==> config.mk <==
export PLATFORM = sky130hd
export DESIGN_NAME = sram_host
export DESIGN_NICKNAME = d
export VERILOG_FILES = /design/src/core/sram_sync3.v /design/src/core/sram_host.v
export VERILOG_INCLUDE_DIRS = /design/src /design/src/core
export SDC_FILE = /design/constraint.sdc
export NUM_CORES = 1
export LEC_CHECK = 0
export BUFFER_PORTS_ARGS = -buffer_cell sky130_fd_sc_hd__buf_2
export CAP_MARGIN = 20
export CORE_AREA = 2 2 87 89
export CTS_BUF_LIST = sky130_fd_sc_hd__clkbuf_4
export CTS_CLUSTER_SIZE = 25
export DETAILED_ROUTE_END_ITERATION = 6
export DIE_AREA = 0 0 89 91
export PLACE_DENSITY_LB_ADDON = 0.05
export RECOVER_POWER = 25
export SLEW_MARGIN = 0
export SYNTH_ARGS = -nofsm -noshare
export SYNTH_HDL_FRONTEND = slang
export SYNTH_SLANG_ARGS = --single-unit
==> constraint.sdc <==
create_clock -name sys_clk_i -period 1.7 [get_ports sys_clk_i]
set_input_delay 0.34 -clock sys_clk_i [delete_from_list [all_inputs] [get_ports sys_clk_i]]
set_output_delay 0.34 -clock sys_clk_i [all_outputs]
set_load 0.02 [all_outputs]
==> src/core/sram_host_defines.vh <==
// Timing and width constants for the byte-wide static memory host
`ifndef SRAM_HOST_DEFINES_VH
`define SRAM_HOST_DEFINES_VH

`define CLK_PERIOD_NS 100
`define ADDR_W 20
`define DATA_W 8
`define MEM_WORDS 1048576
// Least times, ns
`define T_CYCLE_NS 55
`define T_WP_NS 40
`define T_DW_NS 25
`define T_AW_NS 50
`define T_OE_NS 35
`define T_HZ_NS 20
`define T_OW_NS 5
`define T_AA_NS 55
// Cycle counts, least times rounded up, at least one
`define CYC_UP(t) (((t) + `CLK_PERIOD_NS - 1) / `CLK_PERIOD_NS)
`define CYC_MIN1(t) ((`CYC_UP(t) < 1) ? 1 : `CYC_UP(t))
`define CNT_W 4
// Pin change to synchroniser output, in cycles
`define SYNC_LAT 4'h4

`endif

==> src/core/sram_sync3.v <==
// Three-stage synchroniser with agreement filter
`timescale 1ns/1ps
module sram_sync3 #(
	parameter W = 8
)(
	input wire sys_clk_i,
	input wire sys_rst_i,
	input wire [W-1:0] async_i,
	output reg [W-1:0] sync_o
);
	reg [W-1:0] s1_q;
	reg [W-1:0] s2_q;
	reg [W-1:0] s3_q;
	genvar i;

	always @(posedge sys_clk_i)
	begin
		if (sys_rst_i)
		begin
			s1_q <= {W{1'b0}};
			s2_q <= {W{1'b0}};
			s3_q <= {W{1'b0}};
		end
		else
		begin
			s1_q <= async_i;
			s2_q <= s1_q;
			s3_q <= s2_q;
		end
	end

	// Output bit changes only when stages two and three agree
	generate
		for (i = 0; i < W; i = i + 1)
		begin : g_bit
			always @(posedge sys_clk_i)
			begin
				if (sys_rst_i)
					sync_o[i] <= 1'b0;
				else if (s2_q[i] == s3_q[i])
					sync_o[i] <= s3_q[i];
			end
		end
	endgenerate
endmodule

==> src/core/sram_host.v <==
// Host controller driving an asynchronous byte-wide static memory
// Contract
// - Shared data bus; host drives only writes
// - Host keeps write window at least 40 ns
// - Data setup 25 ns, hold 0 ns
// - Address and select 50 ns before end
// - Address set before window, held after
// - Cycles spaced at least 55 ns
// - High-select retention lets other pins float
// - Low-select retention keeps high select solid
// - Deselect before supply drops, 0 ns
`timescale 1ns/1ps
`include "sram_host_defines.vh"
module sram_host #(
	parameter AW = `ADDR_W,
	parameter DW = `DATA_W
)(
	input wire sys_clk_i,
	input wire sys_rst_i,
	// User side
	input wire req_valid_i,
	input wire req_write_i,
	input wire [AW-1:0] req_addr_i,
	input wire [DW-1:0] req_wdata_i,
	output wire req_ready_o,
	output reg rsp_valid_o,
	output reg [DW-1:0] rsp_rdata_o,
	input wire retain_req_i,
	output reg retain_o,
	input wire supply_ok_i,
	// Memory pins
	output reg [AW-1:0] word_address_o,
	output reg select_active_low_n_o,
	output reg select_active_high_o,
	output reg write_strobe_n_o,
	output reg output_enable_n_o,
	input wire [DW-1:0] byte_data_bus_i,
	output reg [DW-1:0] byte_data_bus_o,
	output reg byte_data_bus_oe_o
);
	localparam integer CYC_WP_N = `CYC_MIN1(`T_WP_NS);
	localparam integer CYC_DW_N = `CYC_MIN1(`T_DW_NS);
	localparam integer CYC_AW_N = `CYC_MIN1(`T_AW_NS);
	localparam integer CYC_HZ_N = `CYC_MIN1(`T_HZ_NS);
	localparam integer CYC_RD_N = `CYC_MIN1(`T_AA_NS + `T_OE_NS);
	localparam integer CYC_GAP_N = `CYC_MIN1(`T_CYCLE_NS);
	localparam integer CYC_REC_N = `CYC_MIN1(`T_CYCLE_NS);
	localparam [3:0] CYC_WP = CYC_WP_N[3:0];
	localparam [3:0] CYC_DW = CYC_DW_N[3:0];
	localparam [3:0] CYC_AW = CYC_AW_N[3:0];
	localparam [3:0] CYC_HZ = CYC_HZ_N[3:0];
	localparam [3:0] CYC_RD = CYC_RD_N[3:0];
	localparam [3:0] CYC_GAP = CYC_GAP_N[3:0];
	localparam [3:0] CYC_REC = CYC_REC_N[3:0];

	localparam [2:0] ST_IDLE = 3'h0;
	localparam [2:0] ST_WSET = 3'h1;
	localparam [2:0] ST_WPUL = 3'h2;
	localparam [2:0] ST_READ = 3'h3;
	localparam [2:0] ST_GAP = 3'h4;
	localparam [2:0] ST_RET = 3'h5;
	localparam [2:0] ST_REC = 3'h6;

	reg [2:0] st_q;
	reg [2:0] st_d;
	reg [`CNT_W-1:0] cnt_q;
	reg [`CNT_W-1:0] cnt_d;
	wire [DW-1:0] rd_sync;
	wire [0:0] ok_sync;

	// ----------------------------------------
	// Pin input synchronisers
	// ----------------------------------------
	sram_sync3 #(.W(DW)) u_sync_data (
		.sys_clk_i(sys_clk_i),
		.sys_rst_i(sys_rst_i),
		.async_i(byte_data_bus_i),
		.sync_o(rd_sync)
	);

	sram_sync3 #(.W(1)) u_sync_ok (
		.sys_clk_i(sys_clk_i),
		.sys_rst_i(sys_rst_i),
		.async_i(supply_ok_i),
		.sync_o(ok_sync)
	);

	assign req_ready_o = (st_q == ST_IDLE) && !retain_req_i;

	// ----------------------------------------
	// Sequencer
	// ----------------------------------------
	always @*
	begin
		st_d = st_q;
		cnt_d = cnt_q;
		case (st_q)
			ST_IDLE:
			begin
				cnt_d = {`CNT_W{1'b0}};
				if (retain_req_i)
					st_d = ST_RET;
				else if (req_valid_i)
					st_d = req_write_i ? ST_WSET : ST_READ;
			end
			ST_WSET:
				st_d = ST_WPUL;
			ST_WPUL:
			begin
				cnt_d = cnt_q + 1'b1;
				if (cnt_q + 1'b1 >= CYC_WP && cnt_q + 1'b1 >= CYC_DW
					&& cnt_q + 1'b1 >= CYC_AW)
				begin
					cnt_d = {`CNT_W{1'b0}};
					st_d = ST_GAP;
				end
			end
			ST_READ:
			begin
				cnt_d = cnt_q + 1'b1;
				// Extra sync latency covered by sampling late
				if (cnt_q + 1'b1 >= CYC_RD + `SYNC_LAT)
				begin
					cnt_d = {`CNT_W{1'b0}};
					st_d = ST_GAP;
				end
			end
			ST_GAP:
			begin
				cnt_d = cnt_q + 1'b1;
				if (cnt_q + 1'b1 >= CYC_GAP && cnt_q + 1'b1 >= CYC_HZ)
				begin
					cnt_d = {`CNT_W{1'b0}};
					st_d = ST_IDLE;
				end
			end
			ST_RET:
			begin
				cnt_d = {`CNT_W{1'b0}};
				if (!retain_req_i && ok_sync[0])
					st_d = ST_REC;
			end
			ST_REC:
			begin
				cnt_d = cnt_q + 1'b1;
				if (cnt_q + 1'b1 >= CYC_REC)
				begin
					cnt_d = {`CNT_W{1'b0}};
					st_d = ST_IDLE;
				end
			end
			default:
			begin
				st_d = ST_IDLE;
				cnt_d = {`CNT_W{1'b0}};
			end
		endcase
	end

	// ----------------------------------------
	// State, pins and response registers
	// ----------------------------------------
	always @(posedge sys_clk_i)
	begin
		if (sys_rst_i)
		begin
			st_q <= ST_IDLE;
			cnt_q <= {`CNT_W{1'b0}};
			word_address_o <= {AW{1'b0}};
			select_active_low_n_o <= 1'b1;
			select_active_high_o <= 1'b1;
			write_strobe_n_o <= 1'b1;
			output_enable_n_o <= 1'b1;
			byte_data_bus_o <= {DW{1'b0}};
			byte_data_bus_oe_o <= 1'b0;
			rsp_valid_o <= 1'b0;
			rsp_rdata_o <= {DW{1'b0}};
			retain_o <= 1'b0;
		end
		else
		begin
			st_q <= st_d;
			cnt_q <= cnt_d;
			rsp_valid_o <= 1'b0;
			if (st_q == ST_IDLE && st_d == ST_WSET)
			begin
				word_address_o <= req_addr_i;
				byte_data_bus_o <= req_wdata_i;
				byte_data_bus_oe_o <= 1'b1;
				select_active_low_n_o <= 1'b0;
				output_enable_n_o <= 1'b1;
			end
			if (st_q == ST_IDLE && st_d == ST_READ)
			begin
				word_address_o <= req_addr_i;
				select_active_low_n_o <= 1'b0;
				output_enable_n_o <= 1'b0;
			end
			if (st_q == ST_WSET)
				write_strobe_n_o <= 1'b0;
			if (st_q == ST_WPUL && st_d == ST_GAP)
			begin
				// Strobe and select rise together; data held this edge
				write_strobe_n_o <= 1'b1;
				select_active_low_n_o <= 1'b1;
			end
			if (st_q == ST_GAP && cnt_q == {`CNT_W{1'b0}})
				byte_data_bus_oe_o <= 1'b0;
			if (st_q == ST_READ && st_d == ST_GAP)
			begin
				rsp_valid_o <= 1'b1;
				rsp_rdata_o <= rd_sync;
				output_enable_n_o <= 1'b1;
				select_active_low_n_o <= 1'b1;
			end
			if (st_q == ST_IDLE && st_d == ST_RET)
			begin
				select_active_high_o <= 1'b0;
				select_active_low_n_o <= 1'b1;
				byte_data_bus_oe_o <= 1'b0;
				retain_o <= 1'b1;
			end
			if (st_q == ST_RET && st_d == ST_REC)
			begin
				select_active_high_o <= 1'b1;
				retain_o <= 1'b0;
			end
		end
	end
endmodule

## Word level (Yosys, flattened, before mapping)

Index checks and enable logic that the tools add are counted.

| storage, ports and cells | value |
|---|---|
| register bits after elaboration | 86 |
| input bits | 42 |
| output and inout port bits | 44 |

| cells by class | value |
|---|---|
| eq/ne operators | 20 |
| add/subtract/negate cells | 1 |
| reductions and logical operators | 20 |
| muxes and demuxes | 18 |
| $lt $le $gt $ge | 2 |

Operators by type and width:

| cell | number |
|---|---|
| 20-bit two-way mux | 2 |
| 3-bit == test (second input constant) | 6 |
| 3-bit two-way mux | 6 |
| 3-bit one-hot mux with 6 select lines | 1 |
| 4-bit one-hot mux with 3 select lines | 1 |
| 1-bit == test | 9 |
| 3-bit by 2-bit == test with 1-bit output (second input constant) | 3 |
| 1-bit logical AND | 9 |
| 4-bit two-way mux | 2 |
| 2-bit OR reduction | 4 |
| 3-bit by 1-bit == test with 1-bit output (second input constant) | 2 |
| 3-bit OR reduction | 2 |
| 1-bit two-way mux | 5 |
| 4-bit by 1-bit adder with 4-bit output (second input constant) | 1 |
| 4-bit by 1-bit >= comparator with 1-bit output (second input constant) | 1 |
| 4-bit by 3-bit >= comparator with 1-bit output (second input constant) | 1 |
| 4-bit zero test | 1 |
| 4-bit OR reduction | 1 |
| 3-bit zero test | 1 |
| 2-bit two-way mux | 1 |
| 2-bit nonzero test | 1 |
| 1-bit zero test | 1 |

## Depth between registers and ports, before layout

| logic depth | value |
|---|---|
| depth in word-level cells | 8 |
| mapped depth | 7 |

## Modules after synthesis

Synthesis repeated with hierarchy kept, for this count alone.

| unflattened totals | value |
|---|---|
| cell total of the unflattened synthesis | 339 |
| area, all modules | 3,176.8 µm² |

By module, submodules not included:

| module | area each (µm²) | times used | cells each |
|---|---|---|---|
| sram_host | 2,140.8 | 1 | 246 |
| sram_sync3 at u_sync_data | 923.4 | 1 | 83 |
| sram_sync3 at u_sync_ok | 112.6 | 1 | 10 |

## Worst setup path before layout

OpenSTA, ideal clock, no wires.

| timing | value |
|---|---|
| path type | register to register |
| start point | reg cnt_q[0] |
| end point | reg select_active_low_n_o |
| path slack | -0.019 ns |
| period minus slack after synthesis | 1.719 ns |
| required time | 1.576 ns |
| arrival time | 1.594 ns |
| cell stages (with the launch flop) | 6 |
| path buffers | 0 |
| cell sequence | dfxtp_1 > ha_1 > nand2_1 > o31ai_4 > nor2_4 > a2111o_1 |

| on the way | value |
|---|---|
| word-level cells in the longest chain between the ends | 7 |
| elaborated cells between the ends (all ways) | 19 |
| those cells by class | add/sub: 1; order compare: 2; eq/ne: 4; mux: 5; reduce/logical: 7 |

Ends and longest elaborated chain:

| element | RTL line | text |
|---|---|---|
| start, declared | sram_host.v:66 | `` reg [`CNT_W-1:0] cnt_q; `` |
| start signal, assigned | sram_host.v:168 | `` cnt_q <= {`CNT_W{1'b0}}; `` |
| start signal, assigned | sram_host.v:183 | `cnt_q <= cnt_d;` |
| 4-bit by 1-bit adder with 4-bit output * | - |  |
| 4-bit by 1-bit >= comparator with 1-bit output / 4-bit by 3-bit >= comparator with 1-bit output (equally long branches) | - |  |
| 3-bit two-way mux (on tied branches) | sram_host.v:131, sram_host.v:111, sram_host.v:122 |  |
| 3-bit one-hot mux with 6 select lines * | sram_host.v:97 | `case (st_q)` |
| 3-bit == test, or another cell as far along | sram_host.v:201, sram_host.v:209 |  |
| 1-bit logical AND (on tied branches) | - |  |
| 4-bit OR reduction (no source line), or another cell as far along | - |  |
| end signal, assigned | sram_host.v:205 | `select_active_low_n_o <= 1'b1;` |
| end signal, assigned | sram_host.v:214 | `select_active_low_n_o <= 1'b1;` |
| end signal, assigned | sram_host.v:219 | `select_active_low_n_o <= 1'b1;` |
| end, declared | sram_host.v:33 | `output reg select_active_low_n_o,` |

Every way passes the cells marked *; elsewhere a longest branch is shown, timed or not.
A chain may end at the register's enable or synchronous reset.

## Worst setup path after layout

| timing | value |
|---|---|
| start point | reg st_q[0] |
| end point | out req_ready_o |

| on the way | value |
|---|---|
| word-level cells in the longest chain between the ends | 2 |

Ends and longest elaborated chain:

| element | RTL line | text |
|---|---|---|
| start, declared | sram_host.v:64 | `reg [2:0] st_q;` |
| start signal, assigned | sram_host.v:182 | `st_q <= st_d;` |
| 3-bit zero test | sram_host.v:88 | `assign req_ready_o = (st_q == ST_IDLE) && !retain_req_i;` |
| 1-bit logical AND | sram_host.v:88 |  |
| end, declared | sram_host.v:25 | `output wire req_ready_o,` |

Every way passes these cells.

==> flow_results.xml <==
<?xml version="1.0" encoding="UTF-8"?>
<metrics>
  <group name="routing">
    <metric name="totalWireLength" unit="um">6687</metric>
    <metric name="avgRoutedWirePerCell" unit="um">12.36</metric>
    <metric name="first_pass_iters" unit="">4</metric>
    <metric name="routed-via-count" unit="">2563</metric>
    <metric name="routed_vias_inst" unit="">4.738</metric>
    <metric name="drt-initial-drc-count" unit="">95</metric>
    <metric name="drc_errors" unit="">0</metric>
    <metric name="ant_nets" unit="">0</metric>
  </group>
  <group name="power_and_ir_drop">
    <metric name="static-leakage-power" unit="nW">1.644</metric>
    <metric name="vdd_ir_drop_max" unit="V">0.0005397</metric>
    <metric name="power_per_cell_area" unit="nW/um^2">1295</metric>
  </group>
  <group name="setup_path">
    <metric name="critical_path.max_stage_delay" unit="ps">530</metric>
    <metric name="critPathLaunchType" unit="">flop</metric>
    <metric name="timing_worst_setup_path_type" unit="">flop to output pin</metric>
    <metric name="timing.reg2reg.setup_slack" unit="ps">30</metric>
    <metric name="endpoint_class_of_the_critical_path" unit="">output pin</metric>
    <metric name="cp.required" unit="ps">1360</metric>
    <metric name="cp.arrival" unit="ps">1480</metric>
    <metric name="path_max_fanout" unit="">2</metric>
    <metric name="critical_path.cell_chain" unit="">or4_4 -&gt; inv_4 -&gt; buf_6</metric>
    <metric name="timing.critical_path.slowest_stage_cell" unit="">sky130_fd_sc_hd__or4_4</metric>
  </group>
  <group name="timing">
    <metric name="finClkSkew" unit="ps">11.88</metric>
    <metric name="final.setup.worst_slack" unit="ps">-118.0</metric>
    <metric name="finalWorstPathRequiredPeriod" unit="ps">1818</metric>
    <metric name="worstMarginPinSlew" unit="ps">955.4</metric>
    <metric name="number_of_setup_violations_in_the_final_report" unit="">1</metric>
    <metric name="hold-worst-slack" unit="ps">119.1</metric>
    <metric name="min_period_over_period" unit="%">106.9</metric>
    <metric name="finalHoldViolations" unit="">0</metric>
    <metric name="final_max_slew_viol_count" unit="">0</metric>
    <metric name="timing.max_slew.rel_slack" unit="%">36.30</metric>
    <metric name="grt_setup_unrepaired" unit="">yes</metric>
    <metric name="achievable-frequency" unit="MHz">550.1</metric>
  </group>
  <group name="global_route">
    <metric name="total_routing_usage_gr" unit="%">16.71</metric>
    <metric name="initial_antenna_violation_count" unit="">0</metric>
    <metric name="grt_start_max_net_pins" unit="">28</metric>
    <metric name="grt_remaining_overflow" unit="">0</metric>
    <metric name="first_pass_grt_wire_length" unit="um">10640</metric>
    <metric name="grt_pass1_vias" unit="">2438</metric>
  </group>
  <group name="floorplanning">
    <metric name="die_h" unit="um">91</metric>
    <metric name="area_of_the_core_region" unit="um^2">7137</metric>
    <metric name="fp.dieArea" unit="um^2">8099</metric>
    <metric name="num_io_pins" unit="">86</metric>
    <metric name="die_width" unit="um">89</metric>
    <metric name="initial_utilization" unit="%">43.88</metric>
    <metric name="fp-row-count" unit="">31</metric>
  </group>
  <group name="finish">
    <metric name="fillerInstances" unit="">719</metric>
    <metric name="nNetsFinal" unit="">482</metric>
    <metric name="syn2layout_area_growth" unit="%">27.61</metric>
    <metric name="layout-drive-gt1-share" unit="%">31.22</metric>
    <metric name="post-route-util" unit="%">56.00</metric>
    <metric name="antenna_cells" unit="">0</metric>
  </group>
  <group name="clocking">
    <metric name="htree_levels" unit="">3</metric>
    <metric name="cts_root_buffer" unit="">sky130_fd_sc_hd__clkbuf_4</metric>
    <metric name="cts_tree" unit="">done</metric>
    <metric name="clkLatencyLatePin" unit="ps">430</metric>
    <metric name="cts.hold.buffers_added" unit="">0</metric>
    <metric name="cts.sinks" unit="">86</metric>
    <metric name="clockBufferDepth" unit="">2</metric>
    <metric name="number_of_buffers_created_by_cts" unit="">9</metric>
    <metric name="clkTransAtPathRegs" unit="ps">130</metric>
  </group>
  <group name="synth">
    <metric name="flip_flop_and_latch_count_after_synthesis" unit="">86</metric>
    <metric name="synth_seq_area_share" unit="%">54.97</metric>
    <metric name="synthesis.nets" unit="">384</metric>
    <metric name="synth-async-reset-ratio" unit="%">0</metric>
    <metric name="cell_with_the_most_instances_after_synthesis" unit="">sky130_fd_sc_hd__dfxtp_1</metric>
    <metric name="synthTopCellsByCount" unit="">86 x sky130_fd_sc_hd__dfxtp_1, 78 x sky130_fd_sc_hd__nand2_1, 34 x sky130_fd_sc_hd__a21oi_1, 29 x sky130_fd_sc_hd__nor2b_1</metric>
    <metric name="yosys_most_used_dff" unit="">sky130_fd_sc_hd__dfxtp_1</metric>
    <metric name="ys_types" unit="">38</metric>
    <metric name="synth_top_area_share" unit="%">54.97</metric>
    <metric name="synth_warnings" unit="">0</metric>
    <metric name="synth_cells" unit="">339</metric>
    <metric name="postSynthAreaPerCell" unit="um^2">9.238</metric>
    <metric name="synth_enable_flop_cells" unit="">0</metric>
    <metric name="mappedNetlistArea" unit="um^2">3132</metric>
    <metric name="synth_area_leader_cell" unit="">sky130_fd_sc_hd__dfxtp_1</metric>
    <metric name="synth_top_cells_by_area" unit="">sky130_fd_sc_hd__dfxtp_1 55%, sky130_fd_sc_hd__nand2_1 9.3%, sky130_fd_sc_hd__nor2b_1 5.8%</metric>
  </group>
  <group name="placement">
    <metric name="numPortBuffers" unit="">85</metric>
    <metric name="routabilityCongestion" unit="">0.7785</metric>
    <metric name="dp.final_hpwl" unit="um">4537</metric>
  </group>
  <group name="worst_hold_path">
    <metric name="hold_path.class" unit="">input pin to flop</metric>
  </group>
  <group name="run_status">
    <metric name="violated_checks" unit="">negative setup slack</metric>
    <metric name="outcome" unit="">complete, but fails checks</metric>
  </group>
  <group name="run">
    <metric name="max-cap-violations" unit="">0</metric>
  </group>
</metrics>
==> area by class of cell <==
| cell class | instances | area, um^2 | area share (%) |
|---|---|---|---|
| clock buffer | 10 | 75.07 | 1.879 |
| multi-input combinational | 230 | 1370 | 34.28 |
| clock inverter | 6 | 93.84 | 2.348 |
| sequential | 86 | 1728 | 43.24 |
| inverter | 5 | 21.27 | 0.5322 |
| timing repair buffer | 105 | 584.3 | 14.62 |
| tap | 99 | 123.9 | 3.100 |
==> cell usage in the layout (no fill, tap or decap), types with 2 or more instances in the layout <==
cell / count
sky130_fd_sc_hd__o21ai_0: 12
sky130_fd_sc_hd__nor4b_1: 2
sky130_fd_sc_hd__nand2_1: 77
sky130_fd_sc_hd__bufinv_16: 2
sky130_fd_sc_hd__a221oi_1: 2
sky130_fd_sc_hd__a211o_1: 2
sky130_fd_sc_hd__nor2_1: 16
sky130_fd_sc_hd__nand2b_1: 3
sky130_fd_sc_hd__nor3_1: 7
sky130_fd_sc_hd__clkbuf_2: 2
sky130_fd_sc_hd__dfxtp_2: 2
sky130_fd_sc_hd__a21oi_1: 34
sky130_fd_sc_hd__nor2_4: 3
sky130_fd_sc_hd__nor2b_1: 29
sky130_fd_sc_hd__ha_2: 2
sky130_fd_sc_hd__inv_1: 3
sky130_fd_sc_hd__dfxtp_1: 83
sky130_fd_sc_hd__mux2i_1: 17
sky130_fd_sc_hd__o221ai_1: 2
sky130_fd_sc_hd__a211oi_1: 3
sky130_fd_sc_hd__buf_6: 2
sky130_fd_sc_hd__clkbuf_1: 3
sky130_fd_sc_hd__buf_2: 83
sky130_fd_sc_hd__clkbuf_4: 10
sky130_fd_sc_hd__buf_4: 14
sky130_fd_sc_hd__clkinvlp_4: 3
==> worst paths after layout <==
kind	startpoint	to	cells after the start
min reg2reg	u_sync_data.s1_q[1]	u_sync_data.s2_q[1]	1
max	st_q[0]	req_ready_o	3
max reg2reg	st_q[0]	byte_data_bus_o[7]	5
min	byte_data_bus_i[4]	u_sync_data.s1_q[4]	2
==> state kept, by name (all words and copies together) (netlist names) <==
register,count
select_active_high_o,1
rsp_valid_o,1
cnt_q,4
select_active_low_n_o,1
u_sync_ok.s1_q,1
u_sync_data.s2_q,8
u_sync_ok.s3_q,1
u_sync_data.s1_q,8
u_sync_data.sync_o,8
st_q,3
write_strobe_n_o,1
retain_o,1
u_sync_data.s3_q,8
rsp_rdata_o,8
byte_data_bus_oe_o,1
u_sync_ok.sync_o,1
u_sync_ok.s2_q,1
word_address_o,20
output_enable_n_o,1
byte_data_bus_o,8
==> where the power goes <==
part / internal (W) / total (W) / switching (W)
sequential: 0.00223 / 0.00233 / 0.000102
clock: 0.000622 / 0.00132 / 0.000701
combinational: 0.000596 / 0.00152 / 0.000927
==> cells by family (layout without fill, tap and decap cells) <==
kind of cell	after synthesis	after routing	share of synthesized area (%)
and+or+nand+nor	143	144	21.93
DFF	86	86	54.97
adders and majority gates	3	3	1.199
AOI/OAI and AO/OA	65	65	12.83
muxes	18	18	5.793
buffers and inverters	24	126	3.276
==> metal layers <==
metal / up-vias / wire length, um / GRT usage, %
li1: 1333 / - / -
met1: 1156 / 3248 / 21.04
met2: 66 / 3068 / 27.30
met3: 8 / 282 / 3.273
met4: 0 / 87 / 7.463
met5: - / 0 / 0
==> critical path: cells and delay by family (launching register included) <==
kind | cells | cell delay, ps
buffers and inverters | 2 | 190
flip-flops | 1 | 340
AND/OR/NAND/NOR | 1 | 530
==> per-stage QoR <==
stage | worst slack (ps) | power, W | TNS [ps] | std cells | cell area (um^2)
after global routing | -157.6 | 0.005484 | -276.6 | 541 | 3996
after CTS | -129.0 | 0.005168 | -129.0 | 540 | 3946
final | -118.0 | 0.005175 | -118.0 | 541 | 3996
after detailed placement | -37.27 | 0.003800 | -259.3 | 523 | 3752
after global placement | -52.93 | 0.003791 | -174.6 | 523 | 3752
after floorplan | 0.9781 | 0.003357 | 0 | 339 | 3132
==> what timing repair did <==
item,4_1_cts,5_1_grt
pin swaps,1,3
gates resized for setup,5,15
endpoints found under the setup margin,2,32
setup buffers,1,0
cloned,0,1
Note: power is estimated with default switching activity, not from simulation.
